--- config.mk ---
export PLATFORM = sky130hd
export DESIGN_NAME = user_break_comparator
export DESIGN_NICKNAME = d
export VERILOG_FILES = /design/src/ubc_pkg.sv /design/src/user_break_comparator.sv
export VERILOG_INCLUDE_DIRS = /design/src
export SDC_FILE = /design/constraint.sdc
export NUM_CORES = 1
export LEC_CHECK = 0
export BUFFER_PORTS_ARGS = -buffer_cell sky130_fd_sc_hd__buf_2
export CORE_ASPECT_RATIO = 1.4
export CORE_MARGIN = 5
export CORE_UTILIZATION = 58
export CTS_BUF_LIST = sky130_fd_sc_hd__clkbuf_4 sky130_fd_sc_hd__clkbuf_8
export DETAILED_ROUTE_END_ITERATION = 8
export PLACE_DENSITY = 0.83
export SLEW_MARGIN = 20
export SYNTH_ARGS = -nofsm -noshare
export SYNTH_HDL_FRONTEND = slang
export SYNTH_SLANG_ARGS = --single-unit
--- constraint.sdc ---
create_clock -name CLK -period 3.4 [get_ports CLK]
set_input_delay 0.68 -clock CLK [delete_from_list [all_inputs] [get_ports CLK]]
set_output_delay 0.68 -clock CLK [all_outputs]
set_load 0.03 [all_outputs]
--- src/ubc_cfg.svh ---
`ifndef UBC_CFG_SVH
`define UBC_CFG_SVH
// register byte addresses
`define OFS_DATA_B 32'h0fffff90
`define OFS_DMASK_B 32'h0fffff94
`define OFS_COMMON 32'h0fffff98
`define OFS_ADDR_B 32'h0fffffa0
`define OFS_CYCLE_B 32'h0fffffa8
`define OFS_ADDR_A 32'h0fffffb0
`define OFS_MASK_A 32'h0fffffb4
`define OFS_CYCLE_A 32'h0fffffb8
`define OFS_SPACE_B 32'h0fffffe8
`define OFS_MASK_B 32'hffffffa4
`define OFS_SPACE_A 32'hffffffe4
// common control field positions
`define BIT_FLAG_A 15
`define BIT_FLAG_B 14
`define BIT_TIMING_A 10
`define BIT_DATA_EN_B 7
`define BIT_TIMING_B 6
`define BIT_SEQ 3
// cycle and mask register fields
`define CYC_TYPE_LSB 4
`define CYC_DIR_LSB 2
`define CYC_SIZE_LSB 0
`define MASK_SPACE_BIT 2
`define MASK_ADDR_LSB 0
// reset values and masks
`define CYCLE_RST 6'h00
`define COMMON_BIT_RST 1'b0
`define ADDR_IGN_10 32'h000003ff
`define ADDR_IGN_12 32'h00000fff
`define DATA_HALF 32'h0000ffff
`define RESP_OKAY 2'h0
`define RESP_DECERR 2'h3
`endif

--- src/ubc_pkg.sv ---
package ubc_pkg;
   typedef logic [1:0] sel_t;
   // address mask select codes
   typedef enum logic [1:0] {
      AM_FULL = 2'b00,
      AM_LO10 = 2'b01,
      AM_LO12 = 2'b10,
      AM_NONE = 2'b11
   } addr_mask_t;
   // cycle type, direction and size select codes
   typedef enum logic [1:0] {
      SEL_OFF = 2'b00,
      SEL_FIRST = 2'b01,
      SEL_SECOND = 2'b10,
      SEL_BOTH = 2'b11
   } term_sel_t;
   // sequential break tracking
   typedef enum logic [1:0] {
      SEQ_IDLE = 2'b01,
      SEQ_ARMED = 2'b10
   } seq_state_t;
endpackage

--- src/user_break_comparator.sv ---
`timescale 1ns/100ps
`include "ubc_cfg.svh"

// Functional notes
// - two channels, A and B, each with own conditions, sharing one break request
// - sequential mode: break only when B matches after A has matched
// - address mask: all bits, ignore low 10, ignore low 12, or excluded
// - space id mask bit 2: 0 compares all eight bits, 1 excludes id
// - 8-bit break id compared with current page entry space id
// - 32-bit virtual bus address compared with channel break address
// - channel B only: masked 32-bit data compare when data enable set
// - qualify by fetch or data, read or write, and operand size
// - per-channel bit picks fetch break before or after execution
// - break sets the channel match flags in common control to 1
// - satisfied condition raises break trap request to the cpu while its channel match flag is 0
// - cycle registers and common control clear to zero on reset
// - address, id, mask, data and data mask keep value over reset
// - all registers retain contents in standby
// - address mask bits 7 to 3 read 0; software writes 0
// - select code 00 drops term; for type and direction 01, 10, 11 pick first, second, both; for size each picks one bus size
// - byte or word size: data bits 31 to 16 ignored
// - data ignored when B breaks on fetch or data enable is 0
module user_break_comparator (
   // clock and reset
   input wire logic CLK,
   input wire logic RST,
   // axi4-lite write address
   input wire logic AWVALID,
   output logic AWREADY,
   input wire logic [31:0] AWADDR,
   input wire logic [2:0] AWPROT,
   // axi4-lite write data
   input wire logic WVALID,
   output logic WREADY,
   input wire logic [31:0] WDATA,
   input wire logic [3:0] WSTRB,
   // axi4-lite write response
   output logic BVALID,
   input wire logic BREADY,
   output logic [1:0] BRESP,
   // axi4-lite read address
   input wire logic ARVALID,
   output logic ARREADY,
   input wire logic [31:0] ARADDR,
   input wire logic [2:0] ARPROT,
   // axi4-lite read data
   output logic RVALID,
   input wire logic RREADY,
   output logic [31:0] RDATA,
   output logic [1:0] RRESP,
   // cpu bus cycle observed
   input wire logic BUS_VALID,
   input wire logic [31:0] BUS_ADDR,
   input wire logic BUS_FETCH,
   input wire logic BUS_WRITE,
   input wire ubc_pkg::sel_t BUS_SIZE,
   input wire logic [31:0] BUS_DATA,
   // space id from the page entry high register
   input wire logic [7:0] PAGE_SPACE_ID,
   // break request to the cpu
   output logic BREAK_REQ,
   output logic BREAK_AFTER
);
   import ubc_pkg::*;

   // write channel state
   logic aw_hold_q;
   logic w_hold_q;
   logic [31:0] awaddr_q;
   logic [31:0] wdata_q;
   logic [3:0] wstrb_q;
   logic bvalid_q;
   logic [1:0] bresp_q;
   // read channel state
   logic rvalid_q;
   logic [31:0] rdata_q;
   logic [1:0] rresp_q;
   // channel registers, index 0 is A and 1 is B
   logic [31:0] addr_q [2];
   logic [7:0] space_q [2];
   logic [2:0] mask_q [2];
   logic [5:0] cycle_q [2];
   logic [31:0] data_q;
   logic [31:0] dmask_q;
   // common control fields
   logic [1:0] flag_q;
   logic [1:0] flag_d;
   logic [1:0] timing_q;
   logic data_en_q;
   logic seq_q;
   // sequencing and outputs
   seq_state_t seq_state_q;
   seq_state_t seq_state_d;
   logic break_q;
   logic after_q;

   // byte lane merge for a write
   function automatic logic [31:0] merge(input logic [31:0] old_v,
                                         input logic [31:0] new_v,
                                         input logic [3:0] strb);
      logic [31:0] r;
      r = old_v;
      for (int i = 0; i < 4; i++) begin
         if (strb[i]) begin
            r[i*8 +: 8] = new_v[i*8 +: 8];
         end
      end
      return r;
   endfunction

   // bus handshake, one write and one read in flight
   logic do_write;
   logic do_read;
   assign AWREADY = !aw_hold_q && !bvalid_q;
   assign WREADY = !w_hold_q && !bvalid_q;
   assign ARREADY = !rvalid_q;
   assign do_write = aw_hold_q && w_hold_q && !bvalid_q;
   assign do_read = ARVALID && ARREADY;
   assign BVALID = bvalid_q;
   assign BRESP = bresp_q;
   assign RVALID = rvalid_q;
   assign RDATA = rdata_q;
   assign RRESP = rresp_q;

   // write address decode
   logic [1:0] wr_addr;
   logic [1:0] wr_space;
   logic [1:0] wr_mask;
   logic [1:0] wr_cycle;
   logic wr_data;
   logic wr_dmask;
   logic wr_common;
   logic wr_hit;
   assign wr_addr[0] = do_write && awaddr_q == `OFS_ADDR_A;
   assign wr_addr[1] = do_write && awaddr_q == `OFS_ADDR_B;
   assign wr_space[0] = do_write && awaddr_q == `OFS_SPACE_A;
   assign wr_space[1] = do_write && awaddr_q == `OFS_SPACE_B;
   assign wr_mask[0] = do_write && awaddr_q == `OFS_MASK_A;
   assign wr_mask[1] = do_write && awaddr_q == `OFS_MASK_B;
   assign wr_cycle[0] = do_write && awaddr_q == `OFS_CYCLE_A;
   assign wr_cycle[1] = do_write && awaddr_q == `OFS_CYCLE_B;
   assign wr_data = do_write && awaddr_q == `OFS_DATA_B;
   assign wr_dmask = do_write && awaddr_q == `OFS_DMASK_B;
   assign wr_common = do_write && awaddr_q == `OFS_COMMON;
   assign wr_hit = |{wr_addr, wr_space, wr_mask, wr_cycle, wr_data, wr_dmask, wr_common};

   // common control as one word
   logic [15:0] common_rd;
   logic [31:0] common_new;
   always_comb begin
      common_rd = 16'h0000;
      common_rd[`BIT_FLAG_A] = flag_q[0];
      common_rd[`BIT_FLAG_B] = flag_q[1];
      common_rd[`BIT_TIMING_A] = timing_q[0];
      common_rd[`BIT_TIMING_B] = timing_q[1];
      common_rd[`BIT_DATA_EN_B] = data_en_q;
      common_rd[`BIT_SEQ] = seq_q;
   end
   assign common_new = merge({16'h0000, common_rd}, wdata_q, wstrb_q);

   // read mux, unmapped reads answer zero with decode error
   logic [31:0] rd_word;
   logic rd_hit;
   assign rd_hit = ARADDR == `OFS_ADDR_A || ARADDR == `OFS_ADDR_B ||
                   ARADDR == `OFS_SPACE_A || ARADDR == `OFS_SPACE_B ||
                   ARADDR == `OFS_MASK_A || ARADDR == `OFS_MASK_B ||
                   ARADDR == `OFS_CYCLE_A || ARADDR == `OFS_CYCLE_B ||
                   ARADDR == `OFS_DATA_B || ARADDR == `OFS_DMASK_B ||
                   ARADDR == `OFS_COMMON;
   // narrow registers sit low, upper bits read zero
   assign rd_word =
      (ARADDR == `OFS_ADDR_A) ? addr_q[0] :
      (ARADDR == `OFS_ADDR_B) ? addr_q[1] :
      (ARADDR == `OFS_SPACE_A) ? {24'h000000, space_q[0]} :
      (ARADDR == `OFS_SPACE_B) ? {24'h000000, space_q[1]} :
      (ARADDR == `OFS_MASK_A) ? {29'h00000000, mask_q[0]} :
      (ARADDR == `OFS_MASK_B) ? {29'h00000000, mask_q[1]} :
      (ARADDR == `OFS_CYCLE_A) ? {26'h0000000, cycle_q[0]} :
      (ARADDR == `OFS_CYCLE_B) ? {26'h0000000, cycle_q[1]} :
      (ARADDR == `OFS_DATA_B) ? data_q :
      (ARADDR == `OFS_DMASK_B) ? dmask_q :
      (ARADDR == `OFS_COMMON) ? {16'h0000, common_rd} :
      32'h00000000;

   // write channels: address and data taken in either order
   always_ff @(posedge CLK) begin
      if (RST) begin
         aw_hold_q <= 1'b0;
         w_hold_q <= 1'b0;
         awaddr_q <= 32'h00000000;
         wdata_q <= 32'h00000000;
         wstrb_q <= 4'h0;
         bvalid_q <= 1'b0;
         bresp_q <= `RESP_OKAY;
      end else begin
         if (AWVALID && AWREADY) begin
            aw_hold_q <= 1'b1;
            awaddr_q <= AWADDR;
         end
         if (WVALID && WREADY) begin
            w_hold_q <= 1'b1;
            wdata_q <= WDATA;
            wstrb_q <= WSTRB;
         end
         if (do_write) begin
            aw_hold_q <= 1'b0;
            w_hold_q <= 1'b0;
            bvalid_q <= 1'b1;
            bresp_q <= wr_hit ? `RESP_OKAY : `RESP_DECERR;
         end else if (bvalid_q && BREADY) begin
            bvalid_q <= 1'b0;
         end
      end
   end

   // read channel, answer one cycle after the address is taken
   always_ff @(posedge CLK) begin
      if (RST) begin
         rvalid_q <= 1'b0;
         rdata_q <= 32'h00000000;
         rresp_q <= `RESP_OKAY;
      end else if (do_read) begin
         rvalid_q <= 1'b1;
         rdata_q <= rd_word;
         rresp_q <= rd_hit ? `RESP_OKAY : `RESP_DECERR;
      end else if (rvalid_q && RREADY) begin
         rvalid_q <= 1'b0;
      end
   end

   // channel B data registers: no reset, nothing clears them in standby
   always_ff @(posedge CLK) begin
      if (wr_data) begin
         data_q <= merge(data_q, wdata_q, wstrb_q);
      end
      if (wr_dmask) begin
         dmask_q <= merge(dmask_q, wdata_q, wstrb_q);
      end
   end

   // per-channel registers and compare logic
   logic [1:0] hit;
   logic data_ok;
   for (genvar ch = 0; ch < 2; ch++) begin : g_chan
      logic [31:0] addr_new;
      logic [31:0] ign;
      logic addr_ok;
      logic id_ok;
      logic type_ok;
      logic dir_ok;
      logic size_ok;
      logic used;
      addr_mask_t am;
      term_sel_t ts;
      term_sel_t ds;
      term_sel_t ss;
      assign addr_new = merge(addr_q[ch], wdata_q, wstrb_q);

      // values survive reset; contents after power-up are undefined
      always_ff @(posedge CLK) begin
         if (wr_addr[ch]) begin
            addr_q[ch] <= addr_new;
         end
         if (wr_space[ch] && wstrb_q[0]) begin // narrow registers sit in byte lane 0
            space_q[ch] <= wdata_q[7:0];
         end
         // only three bits are stored, so bits 7 to 3 read back zero
         if (wr_mask[ch] && wstrb_q[0]) begin
            mask_q[ch] <= wdata_q[2:0];
         end
      end

      // cycle select cleared by reset
      always_ff @(posedge CLK) begin
         if (RST) begin
            cycle_q[ch] <= `CYCLE_RST;
         end else if (wr_cycle[ch] && wstrb_q[0]) begin
            cycle_q[ch] <= wdata_q[5:0];
         end
      end

      assign am = addr_mask_t'(mask_q[ch][`MASK_ADDR_LSB +: 2]);
      assign ts = term_sel_t'(cycle_q[ch][`CYC_TYPE_LSB +: 2]);
      assign ds = term_sel_t'(cycle_q[ch][`CYC_DIR_LSB +: 2]);
      assign ss = term_sel_t'(cycle_q[ch][`CYC_SIZE_LSB +: 2]);
      // low address bits dropped per mask select
      assign ign = (am == AM_LO10) ? `ADDR_IGN_10 :
                   (am == AM_LO12) ? `ADDR_IGN_12 : 32'h00000000;
      assign addr_ok = (am == AM_NONE) ||
                       (((BUS_ADDR ^ addr_q[ch]) & ~ign) == 32'h00000000);
      assign id_ok = mask_q[ch][`MASK_SPACE_BIT] ||
                     (PAGE_SPACE_ID == space_q[ch]);
      // code 00 leaves the term out of the condition
      assign type_ok = (ts == SEL_OFF) || (ts == SEL_BOTH) ||
                       (ts == SEL_FIRST && BUS_FETCH) ||
                       (ts == SEL_SECOND && !BUS_FETCH);
      assign dir_ok = (ds == SEL_OFF) || (ds == SEL_BOTH) ||
                      (ds == SEL_FIRST && !BUS_WRITE) ||
                      (ds == SEL_SECOND && BUS_WRITE);
      assign size_ok = (ss == SEL_OFF) || (ss == BUS_SIZE);
      // an all-zero cycle register would hit every cycle, so it idles the channel
      assign used = cycle_q[ch] != `CYCLE_RST;
      // every included term must hold on the same bus cycle
      assign hit[ch] = BUS_VALID && used && addr_ok && id_ok && type_ok &&
                       dir_ok && size_ok && (ch == 0 || data_ok);
   end

   // channel B data term
   logic [31:0] data_width;
   logic b_fetch_only;
   term_sel_t b_size;
   assign b_size = term_sel_t'(cycle_q[1][`CYC_SIZE_LSB +: 2]);
   // byte and word compare only the low half; software doubles the byte
   assign data_width = (b_size == SEL_FIRST || b_size == SEL_SECOND) ?
                       `DATA_HALF : 32'hffffffff;
   assign b_fetch_only = cycle_q[1][`CYC_TYPE_LSB +: 2] == SEL_FIRST;
   assign data_ok = !data_en_q || b_fetch_only ||
                    (((BUS_DATA ^ data_q) & ~dmask_q & data_width) ==
                     32'h00000000);

   // break decisions; a set flag holds off its channel until software clears it
   logic fire_a;
   logic fire_b;
   logic fire_seq;
   logic fire_any;
   assign fire_a = !seq_q && hit[0] && !flag_q[0];
   assign fire_b = !seq_q && hit[1] && !flag_q[1];
   // a B hit in the arming cycle itself is not after A, so it waits
   assign fire_seq = seq_q && seq_state_q == SEQ_ARMED && hit[1] &&
                     !flag_q[1];
   assign fire_any = fire_a || fire_b || fire_seq;

   // sequence tracking
   always_comb begin
      seq_state_d = seq_state_q;
      unique case (seq_state_q)
         SEQ_IDLE: begin
            if (seq_q && hit[0]) begin
               seq_state_d = SEQ_ARMED;
            end
         end
         SEQ_ARMED: begin
            if (!seq_q || fire_seq) begin
               seq_state_d = SEQ_IDLE;
            end
         end
      endcase
   end

   // flags: hardware set wins over a same-cycle software write
   always_comb begin
      flag_d = flag_q;
      if (wr_common) begin
         flag_d[0] = common_new[`BIT_FLAG_A];
         flag_d[1] = common_new[`BIT_FLAG_B];
      end
      flag_d[0] = flag_d[0] || fire_a || fire_seq;
      flag_d[1] = flag_d[1] || fire_b || fire_seq;
   end

   // common control and sequence state, cleared by reset
   always_ff @(posedge CLK) begin
      if (RST) begin
         flag_q <= {2{`COMMON_BIT_RST}};
         timing_q <= {2{`COMMON_BIT_RST}};
         data_en_q <= `COMMON_BIT_RST;
         seq_q <= `COMMON_BIT_RST;
         seq_state_q <= SEQ_IDLE;
      end else begin
         flag_q <= flag_d;
         seq_state_q <= seq_state_d;
         if (wr_common) begin
            timing_q[0] <= common_new[`BIT_TIMING_A];
            timing_q[1] <= common_new[`BIT_TIMING_B];
            data_en_q <= common_new[`BIT_DATA_EN_B];
            seq_q <= common_new[`BIT_SEQ];
         end
      end
   end

   // trap request one cycle after the matching bus cycle
   always_ff @(posedge CLK) begin
      if (RST) begin
         break_q <= 1'b0;
         after_q <= 1'b0;
      end else begin
         break_q <= fire_any;
         // timing only matters for fetch cycles; data breaks report zero
         after_q <= fire_any && BUS_FETCH &&
                    (fire_a ? timing_q[0] : timing_q[1]);
      end
   end
   assign BREAK_REQ = break_q;
   assign BREAK_AFTER = after_q;

endmodule // user_break_comparator

==> impl_metrics.toml <==
[critical_path]
crit_path_max_fanout = 9
endpoint_kind = "flip-flop"
reg2reg_slack_ns = 0.45
crit_arrival_ns = 3.12
crit_type = "flip-flop to flip-flop"
start_kind = "flip-flop"
required_ns = 3.57

[cts]
cts.hold.buffers_added = 0
htree_levels = 2
clkTransAtPathRegs_ns = 0.06
clock_latency_ns = 0.54
cts.sink_count = 278
cts_root_buf = "clkbuf_8"
cts_resized = 0
cts_tree = "done"
clk_path_buf_depth = 3
post_cts_buffers = 0
cts-buffers-inserted = 41

[timing]
relSlewSlack_pct = 34.6
maxSlewViolCount = 0
tns_ns = 0
grt_setup_unrepaired = "no"
worst_clock_skew_ns = 0.0338
worst_pin_slew_ns = 0.979
post-route-period-util_pct = 86.6
setup_violations = 0
hold_viol = 0
finalCriticalPeriod_ns = 2.95
fmax_mhz = 339

[detailed_routing]
drc = 0
viasPerCell = 6.16
finalWirelength_um = 37500
ant_nets = 0
post_drt_wl_per_cell_um = 22.5
drt_first_pass_iters = 8
drt_iter0_markers = 1004
vias = 10300

[floorplan]
start_util_pct = 58.5
die_w_um = 133
die_y_um = 182
core_area_um2 = 21000
die_area_um2 = 24200
io_pins = 233
rows = 63

[logic_synthesis]
synth_seq_cells = 278
mappedNetlistArea_um2 = 12300
synth_edf_count = 162
synth_cell_types = 67
syn_nets = 1322
yosysTopAreaCell = "edfxtp_1"
yosys_warnings = 0
synth_flop_cell = "edfxtp_1"
synth-seq-area-share_pct = 58.6
yosys-top-cells-area = "edfxtp_1 40%, dfxtp_1 19%, xnor2_1 6.9%, a21oi_1 5.6%, nand2_1 5.0%"
synth_common_cells = "163 x nand2_1, 162 x edfxtp_1, 136 x a21oi_1"
synthCells = 1115
async_reset_ff_share_pct = 0
yosys.area.top_type_share_pct = 39.7
synth_area_per_cell_um2 = 11.0
synth_most_common_cell = "nand2_1"

[min_path]
min_path_type = "input pin to flip-flop"

[grt]
grt_pass1_wl_um = 56300
overflow = 0
grt_max_degree = 72
antenna_found_initial = 0
grt_pass1_vias = 10400
grtUsageTotal_pct = 30.1

[cells_and_area]
n_antenna_cell = 0
syn2layout_area_growth_pct = 19.5
finalNetCount = 1583
fillers = 1560
drive_above_1_share_pct = 24.8
finish.instance_area_um2 = 14700

[place]
io_buffers = 226
placed_area_um2 = 13800
place_congestion = 0.983
dp_hpwl_um = 28000

[flow_run]
cap_violations = 0

[status]
status = "complete, no violations"

[pwr]
ir_worst_vdd_mv = 0.491
p_int_uw = 5280
p_per_area_nw_per_um2 = 480
clockPowerShare_pct = 37.8
switchingPower_uw = 1760
pwr-share-comb_pct = 8.8
power_switching_share_pct = 25.0
leakagePower_uw = 0.00545
seq_power_share_pct = 53.4
[critical path: stages (launching register included)]
cell,delay (ns)
dfxtp_1,0.34
nand3b_1,0.26
nor3_1,0.40
nand2_1,0.17
or4_1,0.63
nor2_1,0.28
and2_1,0.51
[logic make-up (layout without fill, tap and decap cells)]
kind of cell / after synthesis / count (layout) / synth area share (%)
simple gates: 344 / 344 / 14.1
fa+ha+maj: 17 / 17 / 1.74
flops: 278 / 278 / 58.6
xor+xnor: 114 / 114 / 8.15
compound gates: 275 / 275 / 14.0
buf+inv: 77 / 371 / 2.54
mux: 10 / 10 / 0.817
[flip-flops by register name (all words and copies together) (netlist names), 2 cells and up]
register     flops
space_q         16
data_q          32
addr_q          64
cycle_q         12
wstrb_q          4
RDATA           32
dmask_q         32
seq_state_q      2
timing_q         2
awaddr_q        32
flag_q           2
wdata_q         32
mask_q           6
[metrics by stage]
| stage | instances | total power [µW] | hold WS (ns) | setup WS, ns | util [%] |
|---|---|---|---|---|---|
| 3_5_place_dp | 1593 | 4440 | 0.448 | 0.311 | 66.0 |
| 3_3_place_gp | 1593 | 4420 | 0.440 | 0.318 | 66.0 |
| 2_1_floorplan | 1115 | 4140 | 0.432 | 0.745 | - |
| 4_1_cts | 1669 | 7040 | 0.315 | 0.453 | 69.9 |
| 5_1_grt | 1669 | 7280 | 0.316 | 0.259 | 69.9 |
| 6_report | 1669 | 7040 | 0.322 | 0.454 | 69.9 |
[layer usage]
layer | share of wire (%) | global-route usage, % | vias to the layer above
met4 | 8.1 | 20.8 | 0
met5 | 0 | 0 | -
met2 | 50 | 53.2 | 706
li1 | - | - | 4645
met1 | 33 | 32.6 | 4743
met3 | 8.9 | 5.02 | 193
[layout make-up]
| cell class | instances | area [µm²] | share of cell area, % |
|---|---|---|---|
| clock buffers | 52 | 672 | 4.59 |
| clock inverters | 24 | 143 | 0.974 |
| inverters | 27 | 101 | 0.692 |
| multi-input cells | 760 | 4760 | 32.5 |
| flip-flops and latches | 278 | 7190 | 49.1 |
| well taps | 260 | 325 | 2.22 |
| repair buffers | 268 | 1460 | 9.96 |
[path summary, 6_finish.rpt]
| path | depth (start not counted) | to | from |
|---|---|---|---|
| max | 6 | addr_q[0][61] | BVALID |
| min | 2 | RVALID | RREADY |
| max reg2reg | 6 | addr_q[0][61] | BVALID |
| min reg2reg | 2 | awaddr_q[1] | awaddr_q[1] |
[power by group through the flow]
stage          Combinational [µW]  Clock (µW)  Sequential [µW]
2_1_floorplan                 309           0             3830
3_3_place_gp                  598           0             3820
3_5_place_dp                  611           0             3830
4_1_cts                       616        2670             3750
5_1_grt                       673        2840             3760
6_report                      619        2660             3760
[cells in the final DEF, fill, tap and decap left out, types with 10 or more instances in the layout]
master    instances
nor3_1           16
dfxtp_1         116
mux2i_1          10
o22ai_1          17
xor2_1           18
nand2_1         163
xnor2_1          96
buf_4            41
nor2_1           35
o21ai_0          35
inv_1            26
edfxtp_1        162
nand4_1          29
and2_1           23
clkinv_1         14
clkbuf_8         45
ha_1             17
buf_2           226
nor4_1           19
a21oi_1         136
a222oi_1         26
Note: power is estimated with default switching activity, not from simulation.
